===== src/spdc_pkg.sv =====
// package: offsets, field layout, reset values and carriers for the control-two block
package spdc_pkg;

    // ------------------------------------------------------------
    // bus geometry
    // ------------------------------------------------------------
    localparam int unsigned ADDR_W = 12;
    localparam int unsigned DATA_W = 32;
    localparam int unsigned REG_W  = 16;

    // ------------------------------------------------------------
    // register byte offsets
    // ------------------------------------------------------------
    localparam logic [11:0] OFS_DEV_CAP_TWO = 12'h064;
    localparam logic [11:0] OFS_DEV_CTL_TWO = 12'h068;
    localparam logic [11:0] OFS_PORT_MODE   = 12'h080;
    localparam logic [11:0] OFS_CONV_STATUS = 12'h084;

    // ------------------------------------------------------------
    // field positions
    // ------------------------------------------------------------
    localparam int unsigned BIT_ALT_FWD      = 5;
    localparam int unsigned BIT_NO_RO_PASS   = 10;
    localparam int unsigned BIT_UPSTREAM     = 0;
    localparam int unsigned BIT_STAT_ALLOWED = 0;
    localparam int unsigned BIT_STAT_FORCED  = 1;
    localparam int unsigned STAT_DEV_LSB     = 8;

    // ------------------------------------------------------------
    // reset values
    // ------------------------------------------------------------
    localparam logic [15:0] RST_DEV_CTL_TWO = 16'h0000;
    localparam logic        RST_FWD_ENABLE  = 1'h0;
    localparam logic        RST_FWD_CAPABLE = 1'h1;
    localparam logic        RST_UPSTREAM    = 1'h0;
    localparam logic        RST_NO_RO_PASS  = 1'h1;

    // ------------------------------------------------------------
    // ahb encodings
    // ------------------------------------------------------------
    localparam logic [1:0] HTRANS_NONSEQ = 2'h2;
    localparam logic       HRESP_OKAY    = 1'h0;

    // latched address phase of one transfer
    typedef struct packed {
        logic              valid;
        logic              write;
        logic [ADDR_W-1:0] addr;
    } spdc_aphase_t;

    // one type 1 to type 0 conversion check
    typedef struct packed {
        logic       valid;
        logic [4:0] dev_num;
    } spdc_conv_t;

    // answer of a conversion check
    typedef struct packed {
        logic       valid;
        logic       allowed;
        logic       forced;
        logic [4:0] dev_num;
    } spdc_conv_rsp_t;

endpackage


===== src/spdc_port_dev_ctl.sv =====
// device control two register of a switch port, ahb-lite slave with conversion check
//
// Decided for this implementation: the AHB-Lite interface to the registers.
`timescale 1ns/1ps
`default_nettype none

// Operation
// - downstream forward enable bit5 rw, resets zero
// - enable set: device number not forced zero
// - capability clear: enable reads zero, ignores writes
// - upstream port: enable always reads zero
// - timeout value and disable bits read zero
// - atomic requester and egress bits read zero
// - ordering and latency enable bits read zero
// - reserved and prefix blocking bits read zero
// - capability rw downstream, reset one, keeps value
module spdc_port_dev_ctl #(
    parameter int unsigned ADDR_W = spdc_pkg::ADDR_W,
    parameter int unsigned DATA_W = spdc_pkg::DATA_W
) (
    // clock and reset
    input  wire logic                i_clk,
    input  wire logic                i_rst_n,
    // ahb-lite slave
    input  wire logic                i_hsel,
    input  wire logic [ADDR_W-1:0]   i_haddr,
    input  wire logic [1:0]          i_htrans,
    input  wire logic                i_hwrite,
    input  wire logic [2:0]          i_hsize,
    input  wire logic [DATA_W-1:0]   i_hwdata,
    input  wire logic                i_hready,
    output logic      [DATA_W-1:0]   o_hrdata,
    output logic                     o_hreadyout,
    output logic                     o_hresp,
    // conversion check request
    input  wire spdc_pkg::spdc_conv_t i_conv,
    // conversion check answer and port state
    output spdc_pkg::spdc_conv_rsp_t o_conv_rsp,
    output logic                     o_alt_routing_forward_enable,
    output logic                     o_alt_routing_forward_capable
);

    // ------------------------------------------------------------
    // helpers
    // ------------------------------------------------------------

    // forward enable as seen by software and by the conversion logic
    // one function keeps the read path and the conversion path in step
    function automatic logic eff_enable(
        input logic stored,
        input logic capable,
        input logic upstream
    );
        eff_enable = stored & capable & ~upstream;
    endfunction

    // capability as seen by software: zero on the upstream port
    function automatic logic eff_capable(
        input logic stored,
        input logic upstream
    );
        eff_capable = stored & ~upstream;
    endfunction

    // ------------------------------------------------------------
    // state
    // ------------------------------------------------------------
    spdc_pkg::spdc_aphase_t   aphase_ff;
    spdc_pkg::spdc_aphase_t   nxt_aphase;
    logic                     fwd_enable_ff;
    logic                     nxt_fwd_enable;
    logic                     fwd_capable_ff;
    logic                     nxt_fwd_capable;
    logic                     upstream_ff;
    logic                     nxt_upstream;
    logic [DATA_W-1:0]        hrdata_ff;
    logic [DATA_W-1:0]        nxt_hrdata;
    logic                     hreadyout_ff;
    logic                     nxt_hreadyout;
    spdc_pkg::spdc_conv_rsp_t conv_rsp_ff;
    spdc_pkg::spdc_conv_rsp_t nxt_conv_rsp;
    spdc_pkg::spdc_conv_rsp_t last_rsp_ff;
    spdc_pkg::spdc_conv_rsp_t nxt_last_rsp;
    logic                     enable_out_ff;
    logic                     capable_out_ff;
    logic                     nxt_enable_out;
    logic                     nxt_capable_out;

    // combinational helpers
    logic                     wr_hit;
    logic                     new_aphase;
    logic [15:0]              ctl_view;
    logic [31:0]              cap_view;
    logic                     view_enable;
    logic                     view_capable;

    // ------------------------------------------------------------
    // ahb address phase capture
    // ------------------------------------------------------------

    // hsize is not decoded: only whole-word transfers reach this slave
    // only nonseq is acted on; idle and busy leave the slave alone
    assign new_aphase = i_hsel & i_hready & (i_htrans == spdc_pkg::HTRANS_NONSEQ);

    // latch the address phase for the following data phase
    always_comb begin
        nxt_aphase = aphase_ff;
        if (i_hready) begin
            nxt_aphase.valid = new_aphase;
            nxt_aphase.write = i_hwrite;
            nxt_aphase.addr  = i_haddr;
        end
    end

    // a write lands during its data phase, when hwdata stands
    assign wr_hit = aphase_ff.valid & aphase_ff.write;

    // ------------------------------------------------------------
    // software writable state
    // ------------------------------------------------------------

    // next values of the stored bits; writes to read-only cases drop
    always_comb begin
        nxt_fwd_enable  = fwd_enable_ff;
        nxt_fwd_capable = fwd_capable_ff;
        nxt_upstream    = upstream_ff;
        if (wr_hit) begin
            unique case (aphase_ff.addr)
                spdc_pkg::OFS_DEV_CTL_TWO: begin
                    // only bit5 has storage; the other fields read as zero
                    if (!upstream_ff && fwd_capable_ff) begin
                        nxt_fwd_enable = i_hwdata[spdc_pkg::BIT_ALT_FWD];
                    end
                end
                spdc_pkg::OFS_DEV_CAP_TWO: begin
                    if (!upstream_ff) begin
                        nxt_fwd_capable = i_hwdata[spdc_pkg::BIT_ALT_FWD];
                    end
                end
                spdc_pkg::OFS_PORT_MODE: begin
                    // mode change keeps both stored bits untouched
                    nxt_upstream = i_hwdata[spdc_pkg::BIT_UPSTREAM];
                end
                default: begin
                    // unmapped or read-only: write ignored, still okay
                end
            endcase
        end
    end

    // ------------------------------------------------------------
    // read views
    // ------------------------------------------------------------

    // hazard: a stale view would let a back-to-back read miss its write
    // views come from next values so a read right after a write sees it
    assign view_enable  = eff_enable(nxt_fwd_enable, nxt_fwd_capable, nxt_upstream);
    assign view_capable = eff_capable(nxt_fwd_capable, nxt_upstream);

    // control two: every bit but the forward enable is hard zero
    always_comb begin
        ctl_view                        = spdc_pkg::RST_DEV_CTL_TWO;
        ctl_view[spdc_pkg::BIT_ALT_FWD] = view_enable;
    end

    // capability two: forward capable plus the fixed ordering bit
    always_comb begin
        cap_view                           = '0;
        cap_view[spdc_pkg::BIT_ALT_FWD]    = view_capable;
        cap_view[spdc_pkg::BIT_NO_RO_PASS] = spdc_pkg::RST_NO_RO_PASS;
    end

    // ------------------------------------------------------------
    // read data
    // ------------------------------------------------------------

    // read data is prepared one cycle early so the slave needs no wait
    always_comb begin
        nxt_hrdata = '0;
        if (new_aphase && !i_hwrite) begin
            unique case (i_haddr)
                spdc_pkg::OFS_DEV_CTL_TWO: begin
                    nxt_hrdata[15:0] = ctl_view;
                end
                spdc_pkg::OFS_DEV_CAP_TWO: begin
                    nxt_hrdata = cap_view;
                end
                spdc_pkg::OFS_PORT_MODE: begin
                    nxt_hrdata[spdc_pkg::BIT_UPSTREAM] = nxt_upstream;
                end
                spdc_pkg::OFS_CONV_STATUS: begin
                    nxt_hrdata[spdc_pkg::BIT_STAT_ALLOWED] = nxt_last_rsp.allowed;
                    nxt_hrdata[spdc_pkg::BIT_STAT_FORCED]  = nxt_last_rsp.forced;
                    nxt_hrdata[spdc_pkg::STAT_DEV_LSB +: 5] = nxt_last_rsp.dev_num;
                end
                default: begin
                    // unmapped addresses read as zero
                end
            endcase
        end
    end

    // ------------------------------------------------------------
    // type 1 to type 0 conversion check
    // ------------------------------------------------------------

    // dev_num is echoed so the requester can pair answers with requests
    // with forwarding on, any device number passes down; otherwise only zero
    always_comb begin
        nxt_conv_rsp         = '0;
        nxt_conv_rsp.valid   = i_conv.valid;
        nxt_conv_rsp.dev_num = i_conv.dev_num;
        if (eff_enable(fwd_enable_ff, fwd_capable_ff, upstream_ff)) begin
            nxt_conv_rsp.allowed = i_conv.valid;
            nxt_conv_rsp.forced  = 1'b0;
        end else begin
            nxt_conv_rsp.allowed = i_conv.valid & (i_conv.dev_num == 5'h00);
            nxt_conv_rsp.forced  = i_conv.valid;
        end
    end

    // last checked request kept for software to inspect
    always_comb begin
        nxt_last_rsp = last_rsp_ff;
        if (conv_rsp_ff.valid) begin
            nxt_last_rsp = conv_rsp_ff;
        end
    end

    // ------------------------------------------------------------
    // bus handshake and exported port state
    // ------------------------------------------------------------

    // zero wait states: every access finishes in its data phase
    always_comb begin
        nxt_hreadyout = 1'b1;
    end

    // exported bits built from next values so they match the stored state, except in reset and one cycle after, where capable reads zero
    always_comb begin
        nxt_enable_out  = view_enable;
        nxt_capable_out = view_capable;
    end

    // ------------------------------------------------------------
    // registers
    // ------------------------------------------------------------

    // bus side flops; hreadyout stays high since every access is single cycle
    always_ff @(posedge i_clk) begin
        if (!i_rst_n) begin
            aphase_ff    <= '0;
            hrdata_ff    <= '0;
            hreadyout_ff <= 1'b1;
        end else begin
            aphase_ff    <= nxt_aphase;
            hrdata_ff    <= nxt_hrdata;
            hreadyout_ff <= nxt_hreadyout;
        end
    end

    // configuration bits; reset is the only thing that restores defaults
    always_ff @(posedge i_clk) begin
        if (!i_rst_n) begin
            fwd_enable_ff  <= spdc_pkg::RST_FWD_ENABLE;
            fwd_capable_ff <= spdc_pkg::RST_FWD_CAPABLE;
            upstream_ff    <= spdc_pkg::RST_UPSTREAM;
        end else begin
            fwd_enable_ff  <= nxt_fwd_enable;
            fwd_capable_ff <= nxt_fwd_capable;
            upstream_ff    <= nxt_upstream;
        end
    end

    // conversion answers and exported port state
    always_ff @(posedge i_clk) begin
        if (!i_rst_n) begin
            conv_rsp_ff    <= '0;
            last_rsp_ff    <= '0;
            enable_out_ff  <= 1'b0;
            capable_out_ff <= 1'b0;
        end else begin
            conv_rsp_ff    <= nxt_conv_rsp;
            last_rsp_ff    <= nxt_last_rsp;
            enable_out_ff  <= nxt_enable_out;
            capable_out_ff <= nxt_capable_out;
        end
    end

    // ------------------------------------------------------------
    // outputs
    // ------------------------------------------------------------

    // all outputs but hresp come straight from flops; response is tied to okay
    assign o_hrdata                      = hrdata_ff;
    assign o_hreadyout                   = hreadyout_ff;
    assign o_hresp                       = spdc_pkg::HRESP_OKAY;
    assign o_conv_rsp                    = conv_rsp_ff;
    assign o_alt_routing_forward_enable  = enable_out_ff;
    assign o_alt_routing_forward_capable = capable_out_ff;

endmodule

`default_nettype wire


===== config.mk =====
export PLATFORM = sky130hd
export DESIGN_NAME = spdc_port_dev_ctl
export DESIGN_NICKNAME = d
export VERILOG_FILES = /design/src/spdc_pkg.sv /design/src/spdc_port_dev_ctl.sv
export SDC_FILE = /design/constraint.sdc
export NUM_CORES = 1
export LEC_CHECK = 0
export BUFFER_PORTS_ARGS = -buffer_cell sky130_fd_sc_hd__buf_2
export CAP_MARGIN = 20
export CORE_UTILIZATION = 41
export CTS_BUF_LIST = sky130_fd_sc_hd__clkbuf_8
export DETAILED_ROUTE_END_ITERATION = 12
export GPL_TIMING_DRIVEN = 0
export PLACE_DENSITY = 0.81
export REMOVE_ABC_BUFFERS = 1
export SLEW_MARGIN = 20
export SYNTH_ARGS = -nofsm -noshare
export SYNTH_HDL_FRONTEND = slang
export SYNTH_SLANG_ARGS = --single-unit

===== constraint.sdc =====
create_clock -name i_clk -period 1.34 [get_ports i_clk]
set_input_delay 0.134 -clock i_clk [delete_from_list [all_inputs] [get_ports i_clk]]
set_output_delay 0.134 -clock i_clk [all_outputs]
set_load 0.01 [all_outputs]

==> summary.md <==
| Metric | Value |
|---|---|
| Status | complete, but fails checks |
| Failing checks | negative setup slack |
| Mapped Cells | ~180 |
| Post-synthesis xor/xnor area fraction | 0% |
| FF+latch count, synth | between 40 and 50 |
| Largest net degree at the start of global routing | 34 |
| CP required | approximately 1500 ps |
| Starting density of the core | a little over two fifths |
| Worst min path class | in -> reg |
| Total GRT Usage | between 10% and 20% |
| Routed Antenna Nets | 0 |
| Total Wirelength | 3.147 mm |
| P per Cell Area | about 1200 nW/um^2 |
| Compound-Gate Fraction of Synth Area | under 10% |
| Multiplexer share of the synthesized area | a little over an eighth |
| Starting DRT DRC Count | 32 |
| Min Tclk post-route | approximately 1500 ps |
| Final instance count without filler cells | around 270 |
| Cts bufs inserted | 5 |
| DIE WIDTH | 69.03 um |
| Critical path class | reg -> reg |
| Die height | a little under 70 um |
| Total grt overflow | 0 |
| Final Max Slew Viols | 0 |
| RR Endpoint | o_hrdata[0] |
| RSZ-0062 raised after global routing | true |
| Biggest area consumer among synthesized cells | dfxtp_1 |
| Worst Hold End | o_conv_rsp[1] |
| Max-cap viol count | 0 |
| CTS H-tree depth | 2 |
| First-pass GRT wire length | about 5.4 mm |
| Nets@finish | between 200 and 300 |
| Layout cells sized above 1 | between 30% and 40% |
| Initial antenna violation count | 0 |
| Avg Inst Size Synth | 10.41 sq um |
| Full die area | 4764 sq um |
| Drt drc | 0 |
| Worst R2R Start | aphase_ff[8] |
| Clk pin slew, worst setup/hold paths | 80 ps |
| Hold path depth | 2 |
| WP data arrival | between 1500 and 2000 ps |
| Netlist Area Pre-Place | between 1500 and 2000 sq um |
| Clk sinks | 42 |
| R2R Setup Slk | -130 ps |
| Lkg Pwr | between 1 and 1.5 nW |
| Synth Area in Simple Gates | between 20% and 30% |
| FP Rows | 24 |
| Worst vdd ir | roughly 0.38 mV |
| Crit path max fanout | 3 |
| Pre-CTS WS | -380.4 ps |
| Hold path start | i_conv[1] |
| N_diodes | 0 |
| Worst setup margin | -134.8 ps |
| Number of global-route vias before repair | about 1200 |
| Distinct cells, synth | 31 |
| Port Buffer Count | between 40 and 50 |
| Fmax | approximately 680 MHz |
| Routed len/inst | 11.49 um |
| Final Hold Vio Count | 0 |
| R2R cell count | 4 |
| Final setup vio count | 5 |
| Clock root buffer | clkbuf_8 |
| Clk_lat worst skew | 300 ps |
| YS warnings | 0 |
| Critical path launch point type | flip-flop |
| Crit share post-route | 110.1% |
| Routability cong. | 0.8117 |
| Setup TNS | -609.3 ps |
| Vias after detailed routing | approximately 1300 |
| Post-synthesis adder-cell area fraction | 0% |
| CORE AREA | between 4000 and 5000 sq um |
| I/O Pins | around 100 |
| Longest Clk Path Bufs | 2 |
| Avg Vias per Cell | ~4.6 |
| Final total power | 2.546 mW |
| Yosys top cell area share | around 46% |
| Register area share after synthesis | a little under half |
| Setup Skew | around 4.8 ps |
| CTS tree | built |
| DP HPWL | about 2.3 mm |
| Min Hold Slack | ~53 ps |
| Synthesis-to-layout area growth | 17.12% |
| Crit end category | flip-flop |
| Main combinational cell family by area after synthesis | simple AND/OR/NAND/NOR gates |
| # placed instances | 265 |
| DRT Pass-1 Iters | 4 |
| Top cells by area, synth | dfxtp_1 (46%), mux2i_1 (13%), buf_4 (11%) |
## area by class of cell
type | instances | area, sq um
fill | 404 | 2167
clock buffer | 5 | 68.82
clock inverter | 3 | 45.04
sequential | 42 | 845.8
multi-input combinational | 126 | 895.9
timing repair buffer | 45 | 232.7
inverter | 1 | 3.754
tap | 52 | 65.06
## sequential cells by signal (all words and copies together), names as in the netlist
register and count:
aphase_ff 14, o_conv_rsp 8, o_hrdata 8, last_rsp_ff 7, fwd_capable_ff 1, fwd_enable_ff 1, o_alt_routing_forward_capable 1, o_alt_routing_forward_enable 1
upstream_ff 1
## cell families after synthesis
group | Yosys count
AO/OA/AOI/OAI | 5
flip-flops | 42
buffers and inverters | 33
other | 2
AND/OR/NAND/NOR | 71
multiplexers | 24
## worst max path at each step
stage | from | endpoint | slack (ps) | cells past startpoint
2_1_floorplan | aphase_ff[10] | o_hrdata[5] | -70 | 4
3_3_place_gp | i_rst_n | o_hrdata[9] | -350 | 6
3_5_place_dp | i_rst_n | o_hrdata[9] | -380 | 6
4_1_cts | aphase_ff[8] | o_alt_routing_forward_enable | -130 | 5
5_1_grt | aphase_ff[8] | o_alt_routing_forward_enable | -210 | 5
6_report | aphase_ff[8] | o_hrdata[0] | -130 | 4
## metrics by stage
step                instance area [sq um]  utilization, %
detailed placement                   1994           46.12
global placement                     1994           46.12
CTS                                  2140           49.48
finish                               2157           49.88
floorplan                            1709               -
global route                         2157           49.88
## cell usage after synthesis
cell type	n
a21oi_1	1
a22oi_1	1
and2_1	7
and3_1	2
and3b_1	4
and4bb_2	1
buf_2	1
buf_4	27
clkbuf_1	4
conb_1	2
dfxtp_1	42
inv_1	1
mux2_2	1
mux2i_1	23
nand2_1	6
nand2b_1	1
nand4_1	3
nand4_2	1
nor2_1	9
nor2_2	1
nor2b_1	26
nor3_1	3
nor3b_1	1
nor4_1	1
nor4_4	2
nor4b_1	1
nor4b_2	1
nor4b_4	1
o211a_1	1
o21a_1	1
o311a_1	1
## report_power, final
group          total (mW)  internal [mW]  leakage, nW  switching [mW]
combinational       0.236          0.106        0.638           0.130
clock               0.989          0.554       0.0504           0.435
sequential           1.32           1.29        0.344          0.0311
## cells in the final DEF (no fill, tap or decap), types with 2 or more instances in the layout
master | netlist | final
buf_2 | 1 | 42
dfxtp_1 | 42 | 38
conb_1 | 2 | 26
nor2b_1 | 26 | 25
mux2i_1 | 23 | 22
nor2_1 | 9 | 9
and2_1 | 7 | 6
nand2_1 | 6 | 5
clkbuf_8 | 0 | 5
and3b_1 | 4 | 4
dfxtp_2 | 0 | 4
nor3_1 | 3 | 3
nand4_1 | 3 | 3
buf_4 | 27 | 3
nor4b_2 | 1 | 2
nor4_4 | 2 | 2
and3_1 | 2 | 2
clkinvlp_4 | 0 | 2
## metal layers
layer / vias up / global-route usage (%) / part of all wire (%)
li1: 624 / - / -
met1: 582 / 15.50 / 42
met5: - / 0 / 0
met3: 10 / 4.825 / 5.5
met4: 0 / 7.937 / 2.7
met2: 46 / 23.62 / 50
## timing repair
action | 4_1_cts | 5_1_grt
gates resized for setup | 8 | 6
hold buffers | 0 | 0
pin swaps | 7 | 3
endpoints found under the setup margin | 12 | 13
buffers inserted | 1 | 0
## critical path, stage by stage, from the launching register on
cell and delay (ps):
dfxtp_2 340, nor4_4 320, nand4_1 160, mux2_4 350, o211a_1 200
Note: power is estimated with default switching activity, not from simulation.
